[config.mk]
export PLATFORM = sky130hd
export DESIGN_NAME = erc_reset_ctrl
export DESIGN_NICKNAME = d
export VERILOG_FILES = /design/src/core/erc_pkg.sv /design/src/core/erc_reset_ctrl.sv
export SDC_FILE = /design/constraint.sdc
export NUM_CORES = 1
export LEC_CHECK = 0
export ABC_CLOCK_PERIOD_IN_PS = 3700
export BUFFER_PORTS_ARGS = -buffer_cell sky130_fd_sc_hd__buf_4
export CORE_MARGIN = 2
export CORE_UTILIZATION = 35
export CTS_BUF_LIST = sky130_fd_sc_hd__clkbuf_4
export DETAILED_ROUTE_END_ITERATION = 6
export HOLD_SLACK_MARGIN = 0.12
export PLACE_DENSITY = 0.51
export SYNTH_ARGS = -nofsm -noshare
export SYNTH_HDL_FRONTEND = slang
export SYNTH_SLANG_ARGS = --single-unit
[constraint.sdc]
create_clock -name mclk -period 3.7 [get_ports mclk]
set_clock_uncertainty 0.2 [all_clocks]
set_input_delay 0 -clock mclk [delete_from_list [all_inputs] [get_ports mclk]]
set_output_delay 0 -clock mclk [all_outputs]
set_load 0.005 [all_outputs]
[src/core/erc_pkg.sv]
// Purpose: Constants and types for the reset and top-level control block
// Assumes: Register byte address is four times the register index
// Notes: Index 48 hex holds the sector mark control register
package erc_pkg;
  localparam int DATA_W = 32;
  localparam int IDX_W = 8;
  localparam logic [7:0] IDX_CTL1 = 8'h10;
  localparam logic [7:0] IDX_CFG3 = 8'h12;
  localparam logic [7:0] IDX_XFER = 8'h1A;
  localparam logic [7:0] IDX_IEN0 = 8'h20;
  localparam logic [7:0] IDX_IEN1 = 8'h21;
  localparam logic [7:0] IDX_IST0 = 8'h22;
  localparam logic [7:0] IDX_IST1 = 8'h23;
  localparam logic [7:0] IDX_LIMIT = 8'h27;
  localparam logic [7:0] IDX_PLL = 8'h2C;
  localparam logic [7:0] IDX_LATCH0 = 8'h30;
  localparam logic [7:0] IDX_GPO = 8'h39;
  localparam logic [7:0] IDX_LATCH1 = 8'h3F;
  localparam logic [7:0] IDX_SMC = 8'h48;
  localparam int BIT_RST = 7;
  localparam int BIT_HALT = 6;
  localparam int BIT_ERST = 5;
  localparam int BIT_CSTART = 4;
  localparam int BIT_SUPR = 3;
  localparam int BIT_INT_POL = 7;
  localparam int BIT_INT_OD = 6;
  localparam int BIT_READ_REF_CLOCK_OUT_EN = 4;
  localparam logic [7:0] HW_SET_CTL1 = 8'hE0;
  localparam logic [7:0] HW_SET_CFG3 = 8'hC0;
  localparam logic [7:0] HW_SET_PLL = 8'hE0;
  localparam logic [7:0] ERR_ZERO = 8'h00;
  localparam logic [7:0] IST0_KEEP = 8'h38;
  localparam logic [7:0] LIMIT_INIT = 8'h3F;
  localparam logic [7:0] GPO_INIT = 8'hF0;
  localparam logic [2:0] MODE_READ_ID = 3'h2;
  localparam logic [2:0] MODE_SEARCH_ID = 3'h3;
  localparam logic [2:0] MODE_FLAG_READ = 3'h4;
  localparam logic [2:0] MODE_FLAG_WRITE = 3'h5;
  localparam logic [1:0] RESP_OKAY = 2'h0;
  localparam logic [1:0] RESP_SLVERR = 2'h2;
  localparam int NSLOT = 12;
  localparam logic [3:0] SLOT_NONE = 4'hF;
  typedef enum logic [1:0] {ST_IDLE = 2'b00, ST_BUSY = 2'b01, ST_RESET = 2'b11} erc_op_t;
endpackage

[src/core/erc_reset_ctrl.sv]
// Purpose: Reset, halt, error reset and control register logic
// Assumes: Datapath requests arrive on mclk; pins pass two flip-flops
// Notes: Registers over AXI4-Lite, low byte of each word
// Operation
// - Hardware reset sets chip reset bit too
// - Hardware reset zeroes PLL strobes, stops clock
// - Hardware reset: interrupt active-low, open drain, idle
// - Hardware reset forces 10H, 12H, 2CH high bits
// - Software reset includes halt and error reset
// - Software reset drives all outputs inactive
// - Error reset halts, clears errors, self-clears
// - Error reset loads fixed register values
// - Halt aborts operation, drops both gates
// - Busy bit reads one until idle
// - Sector mark write disables windowing until mark
// - Preformat gate high until sector mark
// - Chip reset holds until zero is written
// - Bit 4 starts corrector, reads corrector busy
// - Bit 3 withholds correction vectors
// - Written registers read back
// - Nonzero transfer count starts an operation
// - Bits 2-0 select the operation mode
`timescale 1ns/1ps
module erc_reset_ctrl #(
  parameter int ADDR_W = 12
) (
  input wire logic mclk,
  input wire logic reset,
  input wire logic [ADDR_W-1:0] s_axi_awaddr,
  input wire logic s_axi_awvalid,
  output logic s_axi_awready,
  input wire logic [erc_pkg::DATA_W-1:0] s_axi_wdata,
  input wire logic [3:0] s_axi_wstrb,
  input wire logic s_axi_wvalid,
  output logic s_axi_wready,
  output logic [1:0] s_axi_bresp,
  output logic s_axi_bvalid,
  input wire logic s_axi_bready,
  input wire logic [ADDR_W-1:0] s_axi_araddr,
  input wire logic s_axi_arvalid,
  output logic s_axi_arready,
  output logic [erc_pkg::DATA_W-1:0] s_axi_rdata,
  output logic [1:0] s_axi_rresp,
  output logic s_axi_rvalid,
  input wire logic s_axi_rready,
  input wire logic hwResetN,
  input wire logic sectorMarkIn,
  input wire logic sectorDone,
  input wire logic correctorDone,
  input wire logic correctorVector,
  input wire logic intRequest,
  input wire logic [7:0] statusSet,
  input wire logic readGateReq,
  input wire logic writeGateReq,
  input wire logic [2:0] pllReq,
  input wire logic powerCalReq,
  input wire logic focusOffsetReq,
  input wire logic encodedWriteReq,
  input wire logic smPulseReq,
  input wire logic smFoundReq,
  input wire logic idFoundReq,
  input wire logic [7:0] nrzReq,
  input wire logic nrzDriveReq,
  output logic pllStrobeI,
  output logic pllStrobeM,
  output logic pllStrobeG,
  output logic readRefClockOut,
  output logic powerCalWindow,
  output logic focusOffsetWindow,
  output logic encodedWriteOut,
  output logic diskWriteGate,
  output logic diskReadGate,
  output logic preformatGate,
  output logic sectorMarkPulseT,
  output logic sectorMarkFound,
  output logic vectorOut,
  output logic idFound,
  output logic [7:0] nrzOut,
  output logic nrzOeN,
  output logic intOut,
  output logic intOeN,
  output logic smWindowEn,
  output logic flagGenEn,
  output logic opAbort,
  output logic errClear,
  output logic correctorStart
);
  import erc_pkg::*;

  if (ADDR_W < 10 || ADDR_W > 32) begin : g_chk
    $error("ADDR_W must be 10 to 32");
  end

  function automatic logic [3:0] slotOf(input logic [7:0] idx);
    case (idx)
      IDX_CFG3: slotOf = 4'h0;
      IDX_XFER: slotOf = 4'h1;
      IDX_IEN0: slotOf = 4'h2;
      IDX_IEN1: slotOf = 4'h3;
      IDX_IST0: slotOf = 4'h4;
      IDX_IST1: slotOf = 4'h5;
      IDX_LIMIT: slotOf = 4'h6;
      IDX_PLL: slotOf = 4'h7;
      IDX_LATCH0: slotOf = 4'h8;
      IDX_GPO: slotOf = 4'h9;
      IDX_LATCH1: slotOf = 4'hA;
      IDX_SMC: slotOf = 4'hB;
      default: slotOf = SLOT_NONE;
    endcase
  endfunction

  // Pin synchronisers
  logic hwSync1_r, hwSync2_r, smSync1_r, smSync2_r, smSync3_r;
  always_ff @(posedge mclk) begin
    if (reset) begin
      hwSync1_r <= 1'b0;
      hwSync2_r <= 1'b0;
      smSync1_r <= 1'b0;
      smSync2_r <= 1'b0;
      smSync3_r <= 1'b0;
    end else begin
      hwSync1_r <= hwResetN;
      hwSync2_r <= hwSync1_r;
      smSync1_r <= sectorMarkIn;
      smSync2_r <= smSync1_r;
      smSync3_r <= smSync2_r;
    end
  end

  logic awHave_r, awHave_nxt, wHave_r, wHave_nxt, awRdy_r, awRdy_nxt, wRdy_r, wRdy_nxt;
  logic [7:0] awIdx_r, awIdx_nxt, wByte_r, wByte_nxt;
  logic wLane_r, wLane_nxt, bVal_r, bVal_nxt, arRdy_r, arRdy_nxt, rVal_r, rVal_nxt;
  logic [1:0] bResp_r, bResp_nxt, rResp_r, rResp_nxt;
  logic [31:0] rData_r, rData_nxt;
  logic chipRst_r, chipRst_nxt, corrBusy_r, corrBusy_nxt, smReset_r, smReset_nxt;
  logic [3:0] ctlLow_r, ctlLow_nxt;
  erc_op_t op_r, op_nxt;
  logic [7:0] regs_r [NSLOT];
  logic [7:0] regs_nxt [NSLOT];
  logic [2:0] pll_r, pll_nxt;
  logic read_ref_clock_out_r, read_ref_clock_out_nxt;
  logic [5:0] quiet_r, quiet_nxt;
  logic dwg_r, dwg_nxt, drg_r, drg_nxt, pref_r, pref_nxt, vec_r, vec_nxt;
  logic [7:0] nrz_r, nrz_nxt;
  logic nrzOeN_r, nrzOeN_nxt, intOut_r, intOut_nxt, intOeN_r, intOeN_nxt;
  logic smWin_r, smWin_nxt, flag_r, flag_nxt, abort_r, abort_nxt, errClr_r, errClr_nxt;
  logic cStart_r, cStart_nxt;
  logic hwRst, doWrite, wrHit, ctlWr, errRst, halt, startWr, smcWr;
  logic [3:0] wSlot, rSlot;
  logic [7:0] rIdx;
  logic intLvl;

  always_comb begin
    awHave_nxt = awHave_r;
    awIdx_nxt = awIdx_r;
    wHave_nxt = wHave_r;
    wByte_nxt = wByte_r;
    wLane_nxt = wLane_r;
    bVal_nxt = bVal_r;
    bResp_nxt = bResp_r;
    rVal_nxt = rVal_r;
    rData_nxt = rData_r;
    rResp_nxt = rResp_r;
    regs_nxt = regs_r;
    ctlLow_nxt = ctlLow_r;
    corrBusy_nxt = corrBusy_r;
    smReset_nxt = smReset_r;
    op_nxt = op_r;
    hwRst = !hwSync2_r;
    // Write channel capture, either order
    if (s_axi_awvalid && awRdy_r) begin
      awHave_nxt = 1'b1;
      awIdx_nxt = s_axi_awaddr[9:2];
    end
    if (s_axi_wvalid && wRdy_r) begin
      wHave_nxt = 1'b1;
      wByte_nxt = s_axi_wdata[7:0];
      wLane_nxt = s_axi_wstrb[0];
    end
    if (bVal_r && s_axi_bready) begin
      bVal_nxt = 1'b0;
    end
    doWrite = awHave_r && wHave_r && !bVal_r;
    wSlot = slotOf(awIdx_r);
    if (doWrite) begin
      awHave_nxt = 1'b0;
      wHave_nxt = 1'b0;
      bVal_nxt = 1'b1;
      bResp_nxt = (wSlot != SLOT_NONE || awIdx_r == IDX_CTL1) ? RESP_OKAY : RESP_SLVERR;
    end
    wrHit = doWrite && wLane_r;
    ctlWr = wrHit && awIdx_r == IDX_CTL1;
    smcWr = wrHit && awIdx_r == IDX_SMC;
    // Chip reset bit
    chipRst_nxt = chipRst_r;
    if (hwRst) begin
      chipRst_nxt = 1'b1;
    end else if (ctlWr) begin
      chipRst_nxt = wByte_r[BIT_RST];
    end
    errRst = (ctlWr && wByte_r[BIT_ERST]) || (chipRst_nxt && !chipRst_r);
    halt = errRst || (ctlWr && wByte_r[BIT_HALT]);
    if (ctlWr) begin
      ctlLow_nxt = wByte_r[3:0];
    end
    if (wrHit && wSlot != SLOT_NONE) begin
      regs_nxt[wSlot] = wByte_r;
    end
    startWr = wrHit && awIdx_r == IDX_XFER && wByte_r != 8'h00 && !chipRst_nxt;
    if (errRst) begin
      regs_nxt[slotOf(IDX_IEN0)] = ERR_ZERO;
      regs_nxt[slotOf(IDX_IEN1)] = ERR_ZERO;
      regs_nxt[slotOf(IDX_IST1)] = ERR_ZERO;
      regs_nxt[slotOf(IDX_LATCH0)] = ERR_ZERO;
      regs_nxt[slotOf(IDX_LATCH1)] = ERR_ZERO;
      regs_nxt[slotOf(IDX_IST0)] = regs_r[slotOf(IDX_IST0)] & IST0_KEEP;
      regs_nxt[slotOf(IDX_LIMIT)] = LIMIT_INIT;
      regs_nxt[slotOf(IDX_GPO)] = GPO_INIT;
    end
    if (hwRst) begin
      regs_nxt[slotOf(IDX_CFG3)] = regs_nxt[slotOf(IDX_CFG3)] | HW_SET_CFG3;
      regs_nxt[slotOf(IDX_PLL)] = regs_nxt[slotOf(IDX_PLL)] | HW_SET_PLL;
    end
    // Status set wins over clear
    regs_nxt[slotOf(IDX_IST1)] = regs_nxt[slotOf(IDX_IST1)] | (statusSet & {8{!chipRst_nxt}});
    // Operation sequencing
    if (op_r == ST_BUSY && sectorDone) begin
      regs_nxt[slotOf(IDX_XFER)] = regs_r[slotOf(IDX_XFER)] - 8'h01;
      if (regs_r[slotOf(IDX_XFER)] <= 8'h01) begin
        op_nxt = ST_IDLE;
      end
    end
    case (op_r)
      ST_IDLE: if (startWr) op_nxt = ST_BUSY;
      ST_BUSY: if (halt) op_nxt = ST_IDLE;
      ST_RESET: op_nxt = ST_IDLE;
      default: op_nxt = ST_IDLE;
    endcase
    if (chipRst_nxt) begin
      op_nxt = ST_RESET;
    end
    // Corrector busy, start wins over done
    if (correctorDone || errRst) begin
      corrBusy_nxt = 1'b0;
    end
    if (ctlWr && wByte_r[BIT_CSTART] && !chipRst_nxt && !errRst) begin
      corrBusy_nxt = 1'b1;
    end
    // Sector mark reset, write wins over mark
    if (smSync2_r && !smSync3_r) begin
      smReset_nxt = 1'b0;
    end
    if (smcWr) begin
      smReset_nxt = 1'b1;
    end
    // Read channel
    rIdx = s_axi_araddr[9:2];
    rSlot = slotOf(rIdx);
    if (rVal_r && s_axi_rready) begin
      rVal_nxt = 1'b0;
    end
    if (s_axi_arvalid && arRdy_r) begin
      rVal_nxt = 1'b1;
      rResp_nxt = RESP_OKAY;
      rData_nxt = 32'h0000_0000;
      if (rIdx == IDX_CTL1) begin
        rData_nxt[7:0] = {chipRst_r, op_r == ST_BUSY, 1'b0, corrBusy_r, ctlLow_r};
      end else if (rSlot != SLOT_NONE) begin
        rData_nxt[7:0] = regs_r[rSlot];
      end else begin
        rResp_nxt = RESP_SLVERR;
      end
    end
    awRdy_nxt = !awHave_nxt && !bVal_nxt;
    wRdy_nxt = !wHave_nxt && !bVal_nxt;
    arRdy_nxt = !rVal_nxt;
    // Pins, all quiet while in chip reset
    for (int k = 0; k < 3; k++) begin
      pll_nxt[k] = (pllReq[k] && !chipRst_nxt) ~^ regs_nxt[slotOf(IDX_PLL)][5 + k];
    end
    read_ref_clock_out_nxt = !hwRst && !chipRst_nxt && regs_nxt[slotOf(IDX_PLL)][BIT_READ_REF_CLOCK_OUT_EN] && !read_ref_clock_out_r;
    quiet_nxt = {powerCalReq, focusOffsetReq, encodedWriteReq, smPulseReq, smFoundReq, idFoundReq}
      & {6{!chipRst_nxt}};
    drg_nxt = readGateReq && op_nxt == ST_BUSY;
    dwg_nxt = writeGateReq && op_nxt == ST_BUSY;
    pref_nxt = smReset_nxt && !chipRst_nxt;
    smWin_nxt = !smReset_nxt && !chipRst_nxt;
    vec_nxt = correctorVector && !ctlLow_nxt[BIT_SUPR] && !chipRst_nxt;
    nrz_nxt = nrzReq & {8{nrzDriveReq && !chipRst_nxt}};
    nrzOeN_nxt = !(nrzDriveReq && !chipRst_nxt);
    intLvl = (intRequest && !chipRst_nxt) ^ regs_nxt[slotOf(IDX_CFG3)][BIT_INT_POL];
    intOut_nxt = intLvl;
    intOeN_nxt = regs_nxt[slotOf(IDX_CFG3)][BIT_INT_OD] ? intLvl : 1'b0;
    flag_nxt = op_nxt == ST_BUSY
      && (ctlLow_nxt[2:0] == MODE_FLAG_READ || ctlLow_nxt[2:0] == MODE_FLAG_WRITE);
    abort_nxt = halt && op_r == ST_BUSY;
    errClr_nxt = errRst;
    cStart_nxt = ctlWr && wByte_r[BIT_CSTART] && !chipRst_nxt && !errRst;
  end

  always_ff @(posedge mclk) begin
    if (reset) begin
      awHave_r <= 1'b0;
      awIdx_r <= 8'h00;
      wHave_r <= 1'b0;
      wByte_r <= 8'h00;
      wLane_r <= 1'b0;
      awRdy_r <= 1'b0;
      wRdy_r <= 1'b0;
      bVal_r <= 1'b0;
      bResp_r <= RESP_OKAY;
      arRdy_r <= 1'b0;
      rVal_r <= 1'b0;
      rData_r <= 32'h0000_0000;
      rResp_r <= RESP_OKAY;
      chipRst_r <= HW_SET_CTL1[BIT_RST];
      ctlLow_r <= 4'h0;
      corrBusy_r <= 1'b0;
      smReset_r <= 1'b0;
      op_r <= ST_RESET;
      for (int i = 0; i < NSLOT; i++) begin
        regs_r[i] <= 8'h00;
      end
      regs_r[slotOf(IDX_CFG3)] <= HW_SET_CFG3;
      regs_r[slotOf(IDX_PLL)] <= HW_SET_PLL;
      regs_r[slotOf(IDX_LIMIT)] <= LIMIT_INIT;
      regs_r[slotOf(IDX_GPO)] <= GPO_INIT;
      pll_r <= 3'h0;
      read_ref_clock_out_r <= 1'b0;
      quiet_r <= 6'h00;
      dwg_r <= 1'b0;
      drg_r <= 1'b0;
      pref_r <= 1'b0;
      vec_r <= 1'b0;
      nrz_r <= 8'h00;
      nrzOeN_r <= 1'b1;
      intOut_r <= 1'b1;
      intOeN_r <= 1'b1;
      smWin_r <= 1'b0;
      flag_r <= 1'b0;
      abort_r <= 1'b0;
      errClr_r <= 1'b0;
      cStart_r <= 1'b0;
    end else begin
      awHave_r <= awHave_nxt;
      awIdx_r <= awIdx_nxt;
      wHave_r <= wHave_nxt;
      wByte_r <= wByte_nxt;
      wLane_r <= wLane_nxt;
      awRdy_r <= awRdy_nxt;
      wRdy_r <= wRdy_nxt;
      bVal_r <= bVal_nxt;
      bResp_r <= bResp_nxt;
      arRdy_r <= arRdy_nxt;
      rVal_r <= rVal_nxt;
      rData_r <= rData_nxt;
      rResp_r <= rResp_nxt;
      chipRst_r <= chipRst_nxt;
      ctlLow_r <= ctlLow_nxt;
      corrBusy_r <= corrBusy_nxt;
      smReset_r <= smReset_nxt;
      op_r <= op_nxt;
      regs_r <= regs_nxt;
      pll_r <= pll_nxt;
      read_ref_clock_out_r <= read_ref_clock_out_nxt;
      quiet_r <= quiet_nxt;
      dwg_r <= dwg_nxt;
      drg_r <= drg_nxt;
      pref_r <= pref_nxt;
      vec_r <= vec_nxt;
      nrz_r <= nrz_nxt;
      nrzOeN_r <= nrzOeN_nxt;
      intOut_r <= intOut_nxt;
      intOeN_r <= intOeN_nxt;
      smWin_r <= smWin_nxt;
      flag_r <= flag_nxt;
      abort_r <= abort_nxt;
      errClr_r <= errClr_nxt;
      cStart_r <= cStart_nxt;
    end
  end

  assign s_axi_awready = awRdy_r;
  assign s_axi_wready = wRdy_r;
  assign s_axi_bvalid = bVal_r;
  assign s_axi_bresp = bResp_r;
  assign s_axi_arready = arRdy_r;
  assign s_axi_rvalid = rVal_r;
  assign s_axi_rdata = rData_r;
  assign s_axi_rresp = rResp_r;
  assign {pllStrobeG, pllStrobeM, pllStrobeI} = pll_r;
  assign readRefClockOut = read_ref_clock_out_r;
  assign {powerCalWindow, focusOffsetWindow, encodedWriteOut} = quiet_r[5:3];
  assign {sectorMarkPulseT, sectorMarkFound, idFound} = quiet_r[2:0];
  assign diskWriteGate = dwg_r;
  assign diskReadGate = drg_r;
  assign preformatGate = pref_r;
  assign vectorOut = vec_r;
  assign nrzOut = nrz_r;
  assign nrzOeN = nrzOeN_r;
  assign intOut = intOut_r;
  assign intOeN = intOeN_r;
  assign smWindowEn = smWin_r;
  assign flagGenEn = flag_r;
  assign opAbort = abort_r;
  assign errClear = errClr_r;
  assign correctorStart = cStart_r;

  AST_HW_SETS_RST: assert property (@(posedge mclk) disable iff (reset)
    hwRst |=> chipRst_r) else $error("hw reset did not set chip reset");
  AST_PLL_ZERO: assert property (@(posedge mclk) disable iff (reset)
    hwRst ##1 hwRst |=> pll_r == 3'h0 && !read_ref_clock_out_r) else $error("pll strobes active in hw reset");
  AST_INT_IDLE: assert property (@(posedge mclk) disable iff (reset)
    hwRst ##1 hwRst |=> intOut && intOeN) else $error("interrupt not idle in hw reset");
  AST_HW_BITS: assert property (@(posedge mclk) disable iff (reset)
    hwRst |=> regs_r[0][7:6] == 2'b11 && regs_r[7][7:5] == 3'b111) else $error("hw bits not set");
  AST_QUIET: assert property (@(posedge mclk) disable iff (reset)
    chipRst_r ##1 chipRst_r |-> !dwg_r && !drg_r && !pref_r && !vec_r && quiet_r == 6'h00 && nrzOeN_r)
    else $error("output active in chip reset");
  AST_ERR_LOAD: assert property (@(posedge mclk) disable iff (reset)
    errRst && !hwRst |=> regs_r[6] == 8'h3F && regs_r[9] == 8'hF0 && regs_r[2] == 8'h00 && errClr_r)
    else $error("error reset values wrong");
  AST_HALT: assert property (@(posedge mclk) disable iff (reset)
    ctlWr && wByte_r[BIT_HALT] |=> op_r != ST_BUSY && !dwg_r && !drg_r) else $error("halt failed");
  AST_BUSY_BIT: assert property (@(posedge mclk) disable iff (reset)
    rVal_r && $past(s_axi_arvalid && arRdy_r && s_axi_araddr[9:2] == IDX_CTL1)
    |-> rData_r[6] == ($past(op_r) == ST_BUSY)) else $error("busy bit wrong");
  AST_SM_RESET: assert property (@(posedge mclk) disable iff (reset)
    smcWr && !chipRst_nxt |=> pref_r && !smWin_r) else $error("sector mark reset failed");
  AST_VEC: assert property (@(posedge mclk) disable iff (reset)
    vec_r |-> !ctlLow_r[BIT_SUPR]) else $error("vector sent while suppressed");
  AST_CORR: assert property (@(posedge mclk) disable iff (reset)
    cStart_nxt |=> corrBusy_r && cStart_r) else $error("corrector start failed");
  AST_START: assert property (@(posedge mclk) disable iff (reset)
    startWr && op_r == ST_IDLE |=> op_r == ST_BUSY) else $error("operation did not start");
  AST_SYNC: assert property (@(posedge mclk) disable iff (reset)
    !hwResetN ##1 !hwResetN ##1 !hwResetN |=> chipRst_r) else $error("pin reset not seen");
endmodule

# Word-level counts from Yosys, hierarchy flattened
# Cells that the tools add are included.
[word_totals]
register_bits = 176
wordCells = 205
input_bits = 101
out_inout_bits = 71
[op_classes]
n_eq_ne = 32
n_lt_le_gt_ge = 4
n_addsub = 1
mux = 40
reduce_logical = 65
n_bitwise = 11
[ops]
columns = ["cell", "count"]
rows = [
  ["equality test 8 x 6 -> 1 bit (second input constant)", 18],
  ["bitwise mux 96 bit", 1],
  ["two-way mux 96 bit", 1],
  ["case mux 4 bit (12 select lines)", 2],
  ["two-way mux 8 bit", 8],
  ["equality test 8 x 5 -> 1 bit (second input constant)", 6],
  ["logical AND 1 bit", 41],
  ["binary-select mux 8 bit (select 4 bit)", 1],
  ["demux 8 bit (select 4 bit)", 1],
  ["bitwise AND 8 bit", 2],
  ["equality test 8 x 7 -> 1 bit (second input constant)", 2],
  ["two-way mux 16 bit", 1],
  ["two-way mux 2 bit", 8],
  ["two-way mux 1 bit", 15],
  ["logical NOT 1 bit", 13],
  ["greater-or-equal comparator 5 bit (second input constant)", 2],
  ["NOT 4 -> 5 bit", 2],
  ["<= comparator 8 x 1 -> 1 bit (second input constant)", 1],
  ["inequality test 4 bit (second input constant)", 2],
  ["bitwise OR 8 bit", 1],
  ["nonzero test 8 bit", 1],
  ["subtractor 8 x 1 -> 8 bit (second input constant)", 1],
  ["bitwise AND 6 bit", 1],
  ["equality test 3 bit (second input constant)", 2],
  ["other kinds (12)", 20],
]

# Depth between registers and ports, before layout
[logic_depth]
word_depth = 14
ltp_mapped = 12
depth_no_buf = 9

# Least setup slack after synthesis
# Ideal clock, no wire load.
[synth_timing]
path_kind = "register to register"
from = "register awIdx_r[3]"
to = "register regs_r[59] (netlist bit)"
path_slack_ns = 0.971
required_time_ns = 3.372
n_path_buf = 2
period_less_slack_ns = 2.729
path_stages_with_launch = 11
setup_ns = 0.128
t_arrival_ns = 2.401
cell_sequence = "dfxtp_1 -> clkbuf_1 -> nor2_1 -> o21a_1 -> o21ai_1 -> nand2_1 -> or4_1 -> buf_2 -> nor2_2 -> mux2i_1 -> nor2_1"
[synth_via]
elab_chain_cells = 8
elab_cells_between_ends = 31
cone_classes = "order compare (2); eq/ne (14); mux (6); bitwise (2); reduce/logical (7)"
[synth_lines]
columns = ["element", "line", "text"]
rows = [
  ["from (decl)", "erc_reset_ctrl.sv:131", "logic [7:0] awIdx_r, awIdx_nxt, wByte_r, wByte_nxt;"],
  ["from (signal assigned)", "erc_reset_ctrl.sv:346", "awIdx_r <= awIdx_nxt;"],
  ["equality test 8 x 7 -> 1 bit, or another cell as far along", "erc_reset_ctrl.sv:95", "case (idx)"],
  ["case mux 4 bit (12 select lines) / logical AND 1 bit (equally long branches)", "erc_reset_ctrl.sv:95, erc_reset_ctrl.sv:192", ""],
  ["NOT 4 -> 5 bit (not written as such) / two-way mux 1 bit (equally long branches)", "erc_reset_ctrl.sv:207, erc_reset_ctrl.sv:198", ""],
  ["greater-or-equal comparator 5 bit (not written as such), or another cell as far along", "erc_reset_ctrl.sv:207", "regs_nxt[wSlot] = wByte_r;"],
  ["logical AND 1 bit (on tied branches)", "erc_reset_ctrl.sv:207, erc_reset_ctrl.sv:201", ""],
  ["two-way mux 8 bit (not written as such) / logical OR 1 bit (equally long branches)", "erc_reset_ctrl.sv:207, erc_reset_ctrl.sv:201", ""],
  ["demux 8 bit (select 4 bit) / NOT 1 bit (equally long branches)", "-", ""],
  ["bitwise mux 96 bit / AND reduction 2 bit (equally long branches)", "-", ""],
  ["to (signal assigned)", "erc_reset_ctrl.sv:363", "regs_r <= regs_nxt;"],
  ["to (decl)", "erc_reset_ctrl.sv:138", "logic [7:0] regs_r [NSLOT];"],
]
# Parallel ways exist; a longest one is shown, timed or not.
# A chain may end at the register's enable or synchronous reset.

# Worst setup path after layout
[layout_timing]
from = "input s_axi_araddr[7]"
to = "register rData_r[6] (netlist: s_axi_rdata[6])"
[layout_via]
elab_chain_cells = 8
elab_cells_between_ends = 21
cone_classes = "eq/ne (14); mux (6); bitwise (1)"
[layout_lines]
columns = ["element", "line", "text"]
rows = [
  ["from (decl)", "erc_reset_ctrl.sv:39", "input wire logic [ADDR_W-1:0] s_axi_araddr,"],
  ["equality test 8 x 7 -> 1 bit, or another cell as far along", "erc_reset_ctrl.sv:95", ""],
  ["case mux 4 bit (12 select lines)", "erc_reset_ctrl.sv:95", ""],
  ["NOT 4 -> 5 bit (not written as such)", "erc_reset_ctrl.sv:269", "rData_nxt[7:0] = regs_r[rSlot];"],
  ["binary-select mux 8 bit (select 4 bit)", "erc_reset_ctrl.sv:269", ""],
  ["two-way mux 8 bit (not written as such) (2 in a row)", "erc_reset_ctrl.sv:269", ""],
  ["two-way mux 8 bit", "erc_reset_ctrl.sv:268", "end else if (rSlot != SLOT_NONE) begin"],
  ["two-way mux 8 bit *", "erc_reset_ctrl.sv:266", "if (rIdx == IDX_CTL1) begin"],
  ["to (signal assigned)", "erc_reset_ctrl.sv:356", "rData_r <= rData_nxt;"],
  ["to (decl)", "erc_reset_ctrl.sv:134", "logic [31:0] rData_r, rData_nxt;"],
]
# Mark *: on every way between the ends. The rest lies on a longest branch, timed or not. The select of a mux whose other input is x is not followed.

==> metrics.txt <==
crit path launch type input port; Nets about 1300; die area 24300 um2; vias per cell just over 5; Seq pwr share 0.532; Relative slew margins 0.344; Initial Utilization 0.356; Synth Area per Inst about 8.9 um2; RSZ-0062 raised after global routing no; GRT Util Overall 0.214; Initial DRC Count 570; Yosys warning total 0; final core occ 0.498; Endpoint, Worst Hold s_axi_rdata[6]; Final Hold Vio Count 0; main flop type after synthesis dfxtp_1; layout cell share with drive strength beyond 1 0.160; H-tree depth 4; RR Endpoint diskWriteGate; delay-heaviest family, CP buffers and inverters; clk_lat worst skew just under 0.6 ns; Synth Register Bits ~170; DRC 0; Worst Path Buf+Inv 5; clk sink count between 150 and 200; Rows 55; Top Metal Used met4; CTS tree yes; Worst Path Arrival 3.82 ns; CP max stage delay between 0.6 and 0.7 ns; Max Cap Viol 0; P&R area growth vs syn 39.9%; vias in the first global route approximately 7300; Die W about 160 um; switching pwr just over 0.9 mW; pwr dens around 320 nW/um2; Cell Int Power approximately 2.7 mW; part of the cycle the worst path needs 0.956; I/O pins between 150 and 200; critical setup path kind in2reg; initial antenna violation count 1; overall power ~3.6 mW; commonest non-fill, non-tap cell in the layout dlygate4sd3_1; Final Setup Violations 0; Final Max Tran Viols 0; largest net degree at the start of global routing 80; Crit path top cell by count dlygate4sd3_1; crit end category flip-flop; wire length per cell between 15 and 20 um; final wirelength roughly 26 mm; via count 7507; wire length on met2 around 13 mm; Inserted Clock Buffers 17; grt ovf 0; CP max FO 10; CTS Root Buffer Type clkbuf_4; Die Ht approximately 160 um; CP cell instances dlygate4sd3_1 -> buf_4 -> or4b_4 -> dlygate4sd3_1 -> o21ai_1 -> dlygate4sd3_1 -> o211ai_1 -> dlygate4sd3_1 -> a211oi_1; Max clock buf depth 2; post-DP HPWL approximately 17 mm; CP max-delay cell dlygate4sd3_1; Met3 Wirelength approximately 1.2 mm; Distinct cells, synth 70; setup tns final 0 ns; Hold Startpoint s_axi_araddr[8]; min Tclk post-route 3.54 ns; global placement routability congestion a little under 0.8; global-route wire length before repair just over 40 mm; Post-synth ARST share 0; number of flops mapped to enable cells by yosys 0; Final Instance Area ~11000 um2; synthesized cell area roughly 8100 um2; Slew @ Worst Pin 0.984 ns; Hold Path Depth 6; Peak VDD IR between 0.15 and 0.2 mV; Hold WS about 0.21 ns; port bufs 110; TritonRoute pass-1 iters 6; length of routed wiring on met1 11.9 mm; antenna-violating nets left 0; status finished, final reports clean; sw frac 0.259; Comb pwr share 0.109; commonest non-fill, non-tap cells in the layout dlygate4sd3_1, dfxtp_1, buf_4, mux2i_1, nand2_1; worst r2r src awIdx_r[2]; clock power share 0.359; sequential share of the synthesized area 0.432; P_leak between 4 and 5 nW; Area after DPL about 9100 um2; WP data required 3.98 ns; Worst Reg-to-Reg Cells 9; Hold Crit Class in2reg; core region area 22600 um2; CTS clock-pin slew for the worst setup and hold paths approximately 0.14 ns; R2R Setup Slk a little under 0.3 ns; FMAX between 0.2 and 0.3 GHz; Gate Count Post-Synth 908
[power by group through the flow]
stage          Sequential, mW  Clock [mW]  Combinational (mW)
3_5_place_dp             1.95           0               0.258
2_1_floorplan            1.95           0               0.162
4_1_cts                  1.91        1.32               0.386
5_1_grt                  1.92        1.39               0.425
3_3_place_gp             1.95           0               0.258
6_report                 1.91        1.29               0.392
[per-stage QoR]
step / worst slack, ns / instances
after floorplan: 0.971 / 933
after global placement: 0.680 / 1270
after detailed placement: 0.663 / 1270
after CTS: 0.107 / 1481
after global routing: 0.0267 / 1483
final: 0.163 / 1483
[final cells by class]
class,instances,area (um2)
antenna,1,2.50
clock buffer,18,135
clock inverter,14,205
fill,2140,11400
inverter,14,52.6
multi-input combinational,659,4190
sequential,174,3480
tap,285,357
timing repair buffer,318,2860
[how the worst max path moves through the flow]
stage,from,endpoint,slack (ns),depth (start not counted)
global route,awIdx_r[2],intOut,0.03,9
floorplan,awIdx_r[3],regs_r[59],0.97,10
global placement,awIdx_r[2],corrBusy_r,0.68,9
CTS,awIdx_r[2],pll_r[0],0.11,9
detailed placement,s_axi_bvalid,corrBusy_r,0.66,10
finish,s_axi_araddr[7],s_axi_rdata[6],0.16,9
[per-layer routing]
layer	global-route usage	vias to the layer above
met4	0.0546	0
met2	0.365	196
met1	0.281	3594
li1	-	3691
met5	0	-
met3	0.0364	26
[repair_timing]
action	CTS	global route
setup endpoints to repair	0	4
endpoints found under the hold margin	130	0
hold buffers	179	0
resized for setup	0	1
setup buffers	0	1
[flip-flops by register name, indices dropped and copies added, names as in the netlist, 2 cells and up]
| signal | flops |
|---|---|
| awIdx_r | 8 |
| ctlLow_r | 4 |
| nrzOut | 8 |
| op_r | 2 |
| pll_r | 3 |
| quiet_r | 6 |
| regs_r | 96 |
| s_axi_rdata | 8 |
| wByte_r | 8 |
[kinds of logic (layout without fill, tap and decap cells)]
group	after synthesis	after routing	share of synthesized area
adder cells (fa/ha/maj)	2	2	0.00310
buffers and inverters	100	364	0.0639
other	1	27	0.000465
flip-flops	174	174	0.432
AND/OR/NAND/NOR	352	352	0.216
AO/OA/AOI/OAI	152	152	0.127
XOR/XNOR	5	5	0.00543
multiplexers	122	122	0.152
[synth_stat cells, drive strengths merged (3+ instances only)]
master,n,area [um2]
dfxtp,174,3480
mux2i,120,1200
nand2,109,409
nor2,108,418
buf,46,313
a21oi,45,225
clkbuf,40,150
o21ai,25,125
nor3,22,130
and3,20,125
inv,14,52.6
nand3,13,65.1
o211ai,13,97.6
nor2b,11,68.8
a211oi,10,85.1
or3,9,56.3
and2,8,50.1
nor4,8,56.3
o22ai,7,43.8
a22oi,6,45.0
a21o,5,37.5
and3b,5,43.8
nand2b,5,31.3
nand4,5,31.3
o21a,5,37.5
or2,5,31.3
a32oi,4,35.0
nand3b,4,30.0
nor4bb,4,40.0
o2111ai,4,35.0
xnor2,4,35.0
a21boi,3,22.5
a221o,3,30.0
a221oi,3,26.3
a31oi,3,18.8
nand4bb,3,33.8
nor3b,3,22.5
or3b,3,26.3
or4,3,22.5
[tightest hold or removal path: cells and delay by family]
kind | cells | cell delay (ns)
AND/OR/NAND/NOR | 2 | 0.27
AO/OA/AOI/OAI | 2 | 0.37
buffers and inverters | 2 | 0.30
No activity file was read; power rests on OpenSTA's default activity.
